### src/lhg_cfg_pkg.sv
// Function
// - Low-g detector triggers after (low delay field + 1) times 2.5 ms.
// - Low-g delay field resets to the value giving 20 ms.
// - Low-g threshold is field times 7.81 mg, or 3.91 mg at zero, any range.
// - Low-g threshold field resets to the value giving 375 mg.
// - High-g hysteresis is field times 125/250/500/1000 mg per g-range.
// - Low-g hysteresis is field times 125 mg for every g-range.
// - High-g detector triggers after (high delay field + 1) times 2.5 ms; reset 30 ms.
// - High-g threshold is field times 7.81/15.63/31.25/62.5 mg per g-range.
// - High-g threshold at zero field is 3.91/7.81/15.63/31.25 mg per g-range.
// - Device stays out of low power while high-g uses pre-filtered data.
// - Hysteresis byte holds high-g in bits 7:6, low-g in 1:0, 5:2 reserved.
// - Source bit selects filtered (0) or pre-filtered (1) detector data.
package lhg_cfg_pkg;
  // ==========================================================
  // Register indices, byte address is four times the index
  localparam int ADR_W = 8;
  localparam logic [7:0] IDX_LOW_DUR = 8'h5a;
  localparam logic [7:0] IDX_LOW_TH = 8'h5b;
  localparam logic [7:0] IDX_HYST = 8'h5c;
  localparam logic [7:0] IDX_HIGH_DUR = 8'h5d;
  localparam logic [7:0] IDX_HIGH_TH = 8'h5e;
  localparam logic [7:0] IDX_CTRL = 8'h60;
  localparam logic [7:0] IDX_STATUS = 8'h61;
  localparam logic [7:0] IDX_MASK = 8'h62;
  // ==========================================================
  // Reset values
  localparam logic [7:0] RST_LOW_DUR = 8'h07;
  localparam logic [7:0] RST_LOW_TH = 8'h30;
  localparam logic [7:0] RST_HYST = 8'h81;
  localparam logic [7:0] RST_HIGH_DUR = 8'h0b;
  localparam logic [7:0] RST_HIGH_TH = 8'hc0;
  localparam logic [7:0] RST_CTRL = 8'h00;
  localparam logic [1:0] RST_STS = 2'h0;
  // ==========================================================
  // Field layout
  localparam int HY_HIGH_LSB = 6;
  localparam int HY_LOW_LSB = 0;
  localparam logic [7:0] HY_KEEP_MASK = 8'hc3;
  localparam int CTRL_SRC_BIT = 0;
  localparam int STS_LOW_BIT = 0;
  localparam int STS_HIGH_BIT = 1;
  localparam int STS_W = 2;
  localparam logic SRC_FILTERED = 1'b0;
  localparam logic SRC_PREFILT = 1'b1;
  // ==========================================================
  // Range codes and magnitude scaling, one unit is 1.953 mg
  typedef enum logic [1:0] {RANGE_2G = 2'h0, RANGE_4G = 2'h1,
                            RANGE_8G = 2'h2, RANGE_16G = 2'h3} g_range_t;
  localparam int MAG_W = 14;
  localparam logic [MAG_W-1:0] THR_ZERO_UNITS = 14'h0002;
  localparam int THR_STEP_SHIFT = 2;
  localparam int HYST_STEP_SHIFT = 6;
  // ==========================================================
  // Timing
  localparam real DELAY_STEP_MS = 2.5;
  localparam real CLK_MHZ = 40.0;
  localparam int DELAY_STEP_CYCLES = int'(DELAY_STEP_MS * 1000.0 * CLK_MHZ);
endpackage : lhg_cfg_pkg

### src/lhg_tick_divider.sv
`timescale 1ns/100ps
`default_nettype none
module lhg_tick_divider
  import lhg_cfg_pkg::*;
#(
  parameter int CYCLES = DELAY_STEP_CYCLES
)(
  // Clock and reset
  input wire logic clk_i,
  input wire logic rst_i,
  // Delay step enable
  output logic tick_o
);
  if (CYCLES < 2) begin : g_bad_cycles
    $error("lhg_tick_divider: CYCLES must be at least 2");
  end
  logic [31:0] count;
  logic [31:0] next_count;
  always_comb
  begin
    next_count = count + 32'h0000_0001;
    if (count == 32'(CYCLES - 1))
    begin
      next_count = 32'h0000_0000;
    end
  end
  always_ff @(posedge clk_i)
  begin
    if (rst_i)
    begin
      count <= 32'h0000_0000;
      tick_o <= 1'b0;
    end
    else
    begin
      count <= next_count;
      tick_o <= (count == 32'(CYCLES - 1));
    end
  end
endmodule : lhg_tick_divider
`default_nettype wire

### src/lhg_event_timer.sv
`timescale 1ns/100ps
`default_nettype none
module lhg_event_timer
  import lhg_cfg_pkg::*;
#(
  parameter int DUR_W = 8
)(
  // Clock and reset
  input wire logic clk_i,
  input wire logic rst_i,
  // Conditions
  input wire logic tick_i,
  input wire logic enter_i,
  input wire logic leave_i,
  input wire logic [DUR_W-1:0] dur_i,
  // Results
  output logic event_o,
  output logic active_o
);
  if (DUR_W < 1) begin : g_bad_width
    $error("lhg_event_timer: DUR_W must be at least 1");
  end
  typedef enum logic [1:0] {ST_IDLE = 2'h0, ST_WAIT = 2'h1, ST_HELD = 2'h3} tstate_t;
  tstate_t state;
  tstate_t next_state;
  logic [DUR_W-1:0] count;
  logic [DUR_W-1:0] next_count;
  logic next_event;
  always_comb
  begin
    next_state = state;
    next_count = count;
    next_event = 1'b0;
    unique case (state)
      ST_IDLE:
      begin
        next_count = '0;
        if (enter_i)
        begin
          next_state = ST_WAIT;
        end
      end
      ST_WAIT:
      begin
        if (!enter_i)
        begin
          next_state = ST_IDLE;
        end
        else if (tick_i)
        begin
          // Fires on the (dur + 1)-th step
          if (count == dur_i)
          begin
            next_state = ST_HELD;
            next_event = 1'b1;
          end
          else
          begin
            next_count = count + 1'b1;
          end
        end
      end
      ST_HELD:
      begin
        if (leave_i)
        begin
          next_state = ST_IDLE;
        end
      end
      default:
      begin
        next_state = ST_IDLE;
      end
    endcase
  end
  always_ff @(posedge clk_i)
  begin
    if (rst_i)
    begin
      state <= ST_IDLE;
      count <= '0;
      event_o <= 1'b0;
    end
    else
    begin
      state <= next_state;
      count <= next_count;
      event_o <= next_event;
    end
  end
  assign active_o = (state == ST_HELD);
endmodule : lhg_event_timer
`default_nettype wire

### src/low_high_g_interrupt_config.sv
`timescale 1ns/100ps
`default_nettype none
module low_high_g_interrupt_config
  import lhg_cfg_pkg::*;
#(
  parameter int TICK_CYCLES = DELAY_STEP_CYCLES
)(
  // Clock and reset
  input wire logic clk_i,
  input wire logic rst_i,
  // Wishbone slave
  input wire logic wb_cyc_i,
  input wire logic wb_stb_i,
  input wire logic wb_we_i,
  input wire logic [ADR_W+1:2] wb_adr_i,
  input wire logic [3:0] wb_sel_i,
  input wire logic [31:0] wb_dat_i,
  output logic [31:0] wb_dat_o,
  output logic wb_ack_o,
  // Sensor core
  input wire logic [1:0] g_range_i,
  input wire logic [MAG_W-1:0] filt_mag_i,
  input wire logic [MAG_W-1:0] prefilt_mag_i,
  input wire logic low_power_req_i,
  // Results
  output logic low_power_en_o,
  output logic low_g_o,
  output logic high_g_o,
  output logic irq_o
);
  if (TICK_CYCLES < 2) begin : g_bad_tick
    $error("low_high_g_interrupt_config: TICK_CYCLES must be at least 2");
  end

  // ==========================================================
  // Scaling helpers
  function automatic logic [MAG_W:0] thr_units(input logic [7:0] field,
                                               input logic [1:0] rng);
    logic [MAG_W:0] base;
    base = {{(MAG_W-7){1'b0}}, field};
    if (field == 8'h00)
    begin
      thr_units = {1'b0, THR_ZERO_UNITS} << rng;
    end
    else
    begin
      thr_units = (base << THR_STEP_SHIFT) << rng;
    end
  endfunction : thr_units

  function automatic logic [MAG_W:0] hyst_units(input logic [1:0] field,
                                                input logic [1:0] rng);
    logic [MAG_W:0] base;
    base = {{(MAG_W-1){1'b0}}, field};
    hyst_units = (base << HYST_STEP_SHIFT) << rng;
  endfunction : hyst_units

  // ==========================================================
  // Register storage
  logic [7:0] low_dur;
  logic [7:0] low_th;
  logic [7:0] hyst;
  logic [7:0] high_dur;
  logic [7:0] high_th;
  logic [7:0] ctrl;
  logic [STS_W-1:0] status;
  logic [STS_W-1:0] mask;
  logic [7:0] next_low_dur;
  logic [7:0] next_low_th;
  logic [7:0] next_hyst;
  logic [7:0] next_high_dur;
  logic [7:0] next_high_th;
  logic [7:0] next_ctrl;
  logic [STS_W-1:0] next_status;
  logic [STS_W-1:0] next_mask;
  logic next_ack;
  logic [31:0] next_dat;
  logic next_irq;
  logic next_low_power;

  logic req;
  logic wr;
  logic [7:0] wbyte;
  logic [STS_W-1:0] sts_set;

  assign req = wb_cyc_i && wb_stb_i && !wb_ack_o;
  assign wr = req && wb_we_i && wb_sel_i[0];
  assign wbyte = wb_dat_i[7:0];

  // ==========================================================
  // Register writes
  always_comb
  begin
    next_low_dur = low_dur;
    next_low_th = low_th;
    next_hyst = hyst;
    next_high_dur = high_dur;
    next_high_th = high_th;
    next_ctrl = ctrl;
    next_mask = mask;
    next_status = status | sts_set;
    next_ack = req;
    if (wr)
    begin
      unique case (wb_adr_i)
        IDX_LOW_DUR:
        begin
          next_low_dur = wbyte;
        end
        IDX_LOW_TH:
        begin
          next_low_th = wbyte;
        end
        IDX_HYST:
        begin
          next_hyst = wbyte & HY_KEEP_MASK;
        end
        IDX_HIGH_DUR:
        begin
          next_high_dur = wbyte;
        end
        IDX_HIGH_TH:
        begin
          next_high_th = wbyte;
        end
        IDX_CTRL:
        begin
          next_ctrl = {7'h00, wbyte[CTRL_SRC_BIT]};
        end
        IDX_STATUS:
        begin
          // Write one clears, a new event in the same cycle wins
          next_status = (status & ~wbyte[STS_W-1:0]) | sts_set;
        end
        IDX_MASK:
        begin
          next_mask = wbyte[STS_W-1:0];
        end
        default:
        begin
          next_ctrl = ctrl;
        end
      endcase
    end
  end

  // ==========================================================
  // Read data mux
  always_comb
  begin
    next_dat = 32'h0000_0000;
    if (req && !wb_we_i)
    begin
      unique case (wb_adr_i)
        IDX_LOW_DUR:
        begin
          next_dat = {24'h000000, low_dur};
        end
        IDX_LOW_TH:
        begin
          next_dat = {24'h000000, low_th};
        end
        IDX_HYST:
        begin
          next_dat = {24'h000000, hyst & HY_KEEP_MASK};
        end
        IDX_HIGH_DUR:
        begin
          next_dat = {24'h000000, high_dur};
        end
        IDX_HIGH_TH:
        begin
          next_dat = {24'h000000, high_th};
        end
        IDX_CTRL:
        begin
          next_dat = {24'h000000, ctrl};
        end
        IDX_STATUS:
        begin
          next_dat = {30'h00000000, status};
        end
        IDX_MASK:
        begin
          next_dat = {30'h00000000, mask};
        end
        default:
        begin
          next_dat = 32'h0000_0000;
        end
      endcase
    end
  end

  always_ff @(posedge clk_i)
  begin
    if (rst_i)
    begin
      low_dur <= RST_LOW_DUR;
      low_th <= RST_LOW_TH;
      hyst <= RST_HYST;
      high_dur <= RST_HIGH_DUR;
      high_th <= RST_HIGH_TH;
      ctrl <= RST_CTRL;
      status <= RST_STS;
      mask <= RST_STS;
      wb_ack_o <= 1'b0;
      wb_dat_o <= 32'h0000_0000;
    end
    else
    begin
      low_dur <= next_low_dur;
      low_th <= next_low_th;
      hyst <= next_hyst;
      high_dur <= next_high_dur;
      high_th <= next_high_th;
      ctrl <= next_ctrl;
      status <= next_status;
      mask <= next_mask;
      wb_ack_o <= next_ack;
      wb_dat_o <= next_dat;
    end
  end

  // ==========================================================
  // Source selection and effective levels
  logic src_prefilt;
  logic [MAG_W:0] mag;
  logic [MAG_W:0] low_thr;
  logic [MAG_W:0] low_hys;
  logic [MAG_W:0] high_thr;
  logic [MAG_W:0] high_hys;
  logic [MAG_W:0] low_rel;
  logic [MAG_W:0] high_rel;

  assign src_prefilt = ctrl[CTRL_SRC_BIT];
  assign mag = (src_prefilt == SRC_PREFILT) ? {1'b0, prefilt_mag_i}
                                            : {1'b0, filt_mag_i};
  assign low_thr = thr_units(low_th, RANGE_2G);
  assign low_hys = hyst_units(hyst[HY_LOW_LSB +: 2], RANGE_2G);
  assign high_thr = thr_units(high_th, g_range_i);
  assign high_hys = hyst_units(hyst[HY_HIGH_LSB +: 2], g_range_i);
  assign low_rel = low_thr + low_hys;
  assign high_rel = (high_thr > high_hys) ? (high_thr - high_hys) : '0;

  // ==========================================================
  // Detector conditions
  logic low_enter;
  logic low_leave;
  logic high_enter;
  logic high_leave;
  logic lp_blocked;

  assign low_enter = (mag < low_thr);
  assign low_leave = (mag > low_rel);
  assign high_enter = (mag > high_thr);
  assign high_leave = (mag < high_rel);
  // Either detector on pre-filtered data keeps the core awake
  assign lp_blocked = (src_prefilt == SRC_PREFILT);

  // ==========================================================
  // Delay timers
  logic tick;
  logic low_event;
  logic high_event;

  lhg_tick_divider #(
    .CYCLES(TICK_CYCLES)
  ) u_tick (
    .clk_i(clk_i),
    .rst_i(rst_i),
    .tick_o(tick)
  );

  lhg_event_timer #(
    .DUR_W(8)
  ) u_low (
    .clk_i(clk_i),
    .rst_i(rst_i),
    .tick_i(tick),
    .enter_i(low_enter),
    .leave_i(low_leave),
    .dur_i(low_dur),
    .event_o(low_event),
    .active_o(low_g_o)
  );

  lhg_event_timer #(
    .DUR_W(8)
  ) u_high (
    .clk_i(clk_i),
    .rst_i(rst_i),
    .tick_i(tick),
    .enter_i(high_enter),
    .leave_i(high_leave),
    .dur_i(high_dur),
    .event_o(high_event),
    .active_o(high_g_o)
  );

  assign sts_set = {high_event, low_event};

  // ==========================================================
  // Interrupt and power outputs
  always_comb
  begin
    next_irq = |(next_status & mask);
    next_low_power = low_power_req_i && !lp_blocked;
  end

  always_ff @(posedge clk_i)
  begin
    if (rst_i)
    begin
      irq_o <= 1'b0;
      low_power_en_o <= 1'b0;
    end
    else
    begin
      irq_o <= next_irq;
      low_power_en_o <= next_low_power;
    end
  end
endmodule : low_high_g_interrupt_config
`default_nettype wire

### config.mk
export PLATFORM = sky130hd
export DESIGN_NAME = low_high_g_interrupt_config
export DESIGN_NICKNAME = d
export VERILOG_FILES = /design/src/lhg_cfg_pkg.sv /design/src/lhg_tick_divider.sv /design/src/lhg_event_timer.sv /design/src/low_high_g_interrupt_config.sv
export SDC_FILE = /design/constraint.sdc
export NUM_CORES = 1
export LEC_CHECK = 0
export ABC_AREA = 1
export BUFFER_PORTS_ARGS = -buffer_cell sky130_fd_sc_hd__buf_4
export CAP_MARGIN = 0
export CORE_ASPECT_RATIO = 1.25
export CORE_UTILIZATION = 28
export DETAILED_ROUTE_END_ITERATION = 8
export HOLD_SLACK_MARGIN = 0.1
export MAX_ROUTING_LAYER = met4
export PLACE_DENSITY = 0.56
export SLEW_MARGIN = 40
export SYNTH_ARGS = -nofsm -noshare
export SYNTH_HDL_FRONTEND = slang
export SYNTH_SLANG_ARGS = --single-unit
### constraint.sdc
create_clock -name clk_i -period 3.2 [get_ports clk_i]
set_input_delay 0.16 -clock clk_i [delete_from_list [all_inputs] [get_ports clk_i]]
set_output_delay 0.16 -clock clk_i [all_outputs]
set_load 0.05 [all_outputs]
==> summary.txt <==
Run status
  – Status: complete, no violations

Place
  – Detailed Place HPWL: roughly 17 mm
  – Dpl cells: about 1,500
  – # port buffers: 65
  – Global placement routability congestion: 0.908
  – Post-Place Cell Area: 8540 sq um

Pwr
  – PD cells: ~360 nW/um^2
  – Leakage power: between 3 and 4 nW
  – Pwr Total: 0.00337 W
  – Peak VDD IR: 0.212 mV

Global route
  – Total GRT Usage: ~16%
  – GRT overflow: 0
  – First-pass GRT wire length: 33.6 mm
  – Vias in the first global route: 6,849
  – Pin count of the biggest net entering global routing: 41
  – Initial antenna violation count: 0

Clock network
  – CTS clock-pin slew for the worst setup and hold paths: 0.08 ns
  – TritonCTS buffer count: 9
  – H-tree depth: 3
  – TritonCTS clock tree: built
  – Clock Path Buffers: 2
  – Clk_lat worst skew: 0.36 ns
  – Clock Sinks: 107
  – Clk root buf: clkbuf_16

Critical path
  – Worst reg2reg path startpoint: high_th[1]
  – Slowest Stage Delay on Critical Path: 0.30 ns
  – CP max-delay cell: dfxtp_1
  – Crit end category: register
  – Crit. Startpoint: high_th[1]
  – Worst reg-to-reg setup slack: 0.04 ns
  – Reg2reg end: u_high.state[0]
  – CP arrival: 3.42 ns
  – Critical setup path kind: register to register
  – FF-to-FF path depth: 26
  – Data required, critical path: 3.46 ns
  – Worst Path Max Fanout: 2
  – Worst setup SP type: register

Die
  – Starting Density: 28.8%
  – Core area: ~26,000 sq um
  – Rows: 66
  – Die area: 27,700 sq um
  – Io pins: 117
  – Die width: 149 microns
  – Die Ht: 186 microns

Logic synthesis
  – Most numerous cell in the Yosys netlist: nand2_1
  – Post-synth EDFFs: 0
  – Seq cells post-synth: 107
  – Avg Inst Size Synth: 6.75 sq um
  – Yosys warns: 0
  – Share of the synthesized area in the top cell type: 28.3%
  – Cell taking the most area after synthesis: dfxtp_1
  – Synth cell types: 53
  – Synth top cells by count: nand2_1 (256), inv_1 (141), nor2_1 (116), dfxtp_1 (107), a21oi_1 (74)
  – Register area share after synthesis: 28.3%
  – Top cells by area, synth: dfxtp_1 (28%), nand2_1 (13%), ha_1 (8.1%)
  – Async SR Flop Fraction: 0%
  – Mapped Cells: 1,120
  – Netlist Area Pre-Place: about 7600 sq um
  – Top FF cell, synth: dfxtp_1

STA
  – Fmax: 0.316 GHz
  – RSZ-0062 raised after global routing: true
  – Fin crit period: 3.16 ns
  – Period utilization: 98.9%
  – Worst hold margin: between 0.1 and 0.15 ns
  – Fin. max-slew vios: 0
  – Setup tns final: 0 ns
  – Normalized max-slew margin: between 50% and 60%
  – Setup Skew: roughly 0.0093 ns
  – Worst-Margin Slew: 0.669 ns
  – Final setup violation count: 0
  – Final hold violations: 0

Worst hold path
  – Worst min path class: primary input to register
  – Cell depth of the worst hold path: 3
  – Worst Hold End: low_dur[6]
  – Hold Startpoint: wb_dat_i[6]

Routing
  – TritonRoute pass-1 iters: 4
  – Routed Antenna Nets: 0
  – Final WL: 21.2 mm
  – Via/cell ratio: around 4.6
  – DR WL/cell: approximately 13 microns
  – DR iter-0 viols: 257
  – Via count: 7,271
  – DRC: 0

Final layout
  – Share of layout cells above drive strength 1: 20.6%
  – Final cell count without fillers: 1,571
  – # diodes: 0
  – Nets: 1,356
  – Area Growth Syn to Fin: 24.0%
  – Final instance area: 9370 sq um

Run
  – Maxcap violations: 0
-- cell type report --
type | instances | area, sq um
tap | 340 | 425
timing repair buffer | 115 | 921
sequential | 107 | 2150
clock buffer | 9 | 225
clock inverter | 7 | 85.1
multi-input combinational | 841 | 4990
fill | 2825 | 16900
inverter | 152 | 576
-- routing by layer --
layer  up-vias  wire length [microns]  GRT usage (%)
met5         -                      0              -
met4         0                    598           6.24
met3        33                    760           1.81
met2       133                  10500           28.7
met1      3274                   9350           17.7
li1       3831                      -              -
-- where the power goes --
part | leakage, nW | switching [W] | internal (W) | total [W]
Sequential | 0.863 | 0.0000160 | 0.00135 | 0.00137
Combinational | 2.98 | 0.000517 | 0.000318 | 0.000834
Clock | 0.151 | 0.000546 | 0.000624 | 0.00117
Total | 3.99 | 0.00108 | 0.00229 | 0.00337
-- kinds of logic after synthesis --
family	Yosys count	synth area share, %
and+or+nand+nor	569	35.7
buffers and inverters	196	11.4
AOI/OAI and AO/OA	159	11.8
DFF	107	28.3
adders and majority gates	50	8.38
xor gates and xnor gates	37	4.29
other	2	0.0994
-- layout by cell type (no fill, tap or decap), drive strengths merged, types with 22 or more instances in the layout --
master | synthesis | final
a21oi | 75 | 75
buf | 34 | 106
conb | 2 | 25
dfxtp | 107 | 107
ha | 49 | 49
inv | 151 | 154
nand2 | 270 | 271
nand3 | 72 | 72
nand4 | 31 | 31
nor2 | 133 | 133
nor3 | 36 | 36
o21ai | 57 | 57
xnor2 | 22 | 22
-- registers in the layout, indices dropped and copies added, names as in the netlist, 4 cells and up --
| signal | flops |
|---|---|
| low_th | 8 |
| wb_dat_o | 8 |
| u_high.count | 8 |
| low_dur | 8 |
| u_tick.count | 32 |
| high_dur | 8 |
| u_low.count | 8 |
| hyst | 4 |
| high_th | 8 |
-- through the flow --
stage	worst slack (ns)	utilization (%)
floorplan	0.00895	-
global placement	-0.189	32.5
detailed placement	-0.236	32.5
CTS	-0.0105	34.9
global route	-0.156	35.7
finish	0.0363	35.7
-- worst max-delay path: cells and delay by family (launching register included) --
kind | cells | cell delay, ns
buffers and inverters | 5 | 0.44
XOR/XNOR | 1 | 0.23
adder cells (fa/ha/maj) | 2 | 0.54
AND/OR/NAND/NOR | 14 | 1.08
flip-flops | 1 | 0.30
AO/OA/AOI/OAI | 4 | 0.48
-- repair_timing --
action                                 in CTS  in global routing
endpoints found under the hold margin       8                  0
setup endpoints to repair                   2                  2
pin swaps                                   8                 28
gates cloned                                2                  0
buffers inserted                            3                  3
hold buffers                                8                  0
gates resized for setup                    45                 39
-- worst max path at each step --
stage,to
finish,u_high.state[0]
global route,u_high.state[0]
CTS,u_high.state[0]
detailed placement,u_high.state[0]
global placement,u_high.state[0]
floorplan,u_high.state[0]
No activity file was read; power rests on OpenSTA's default activity.
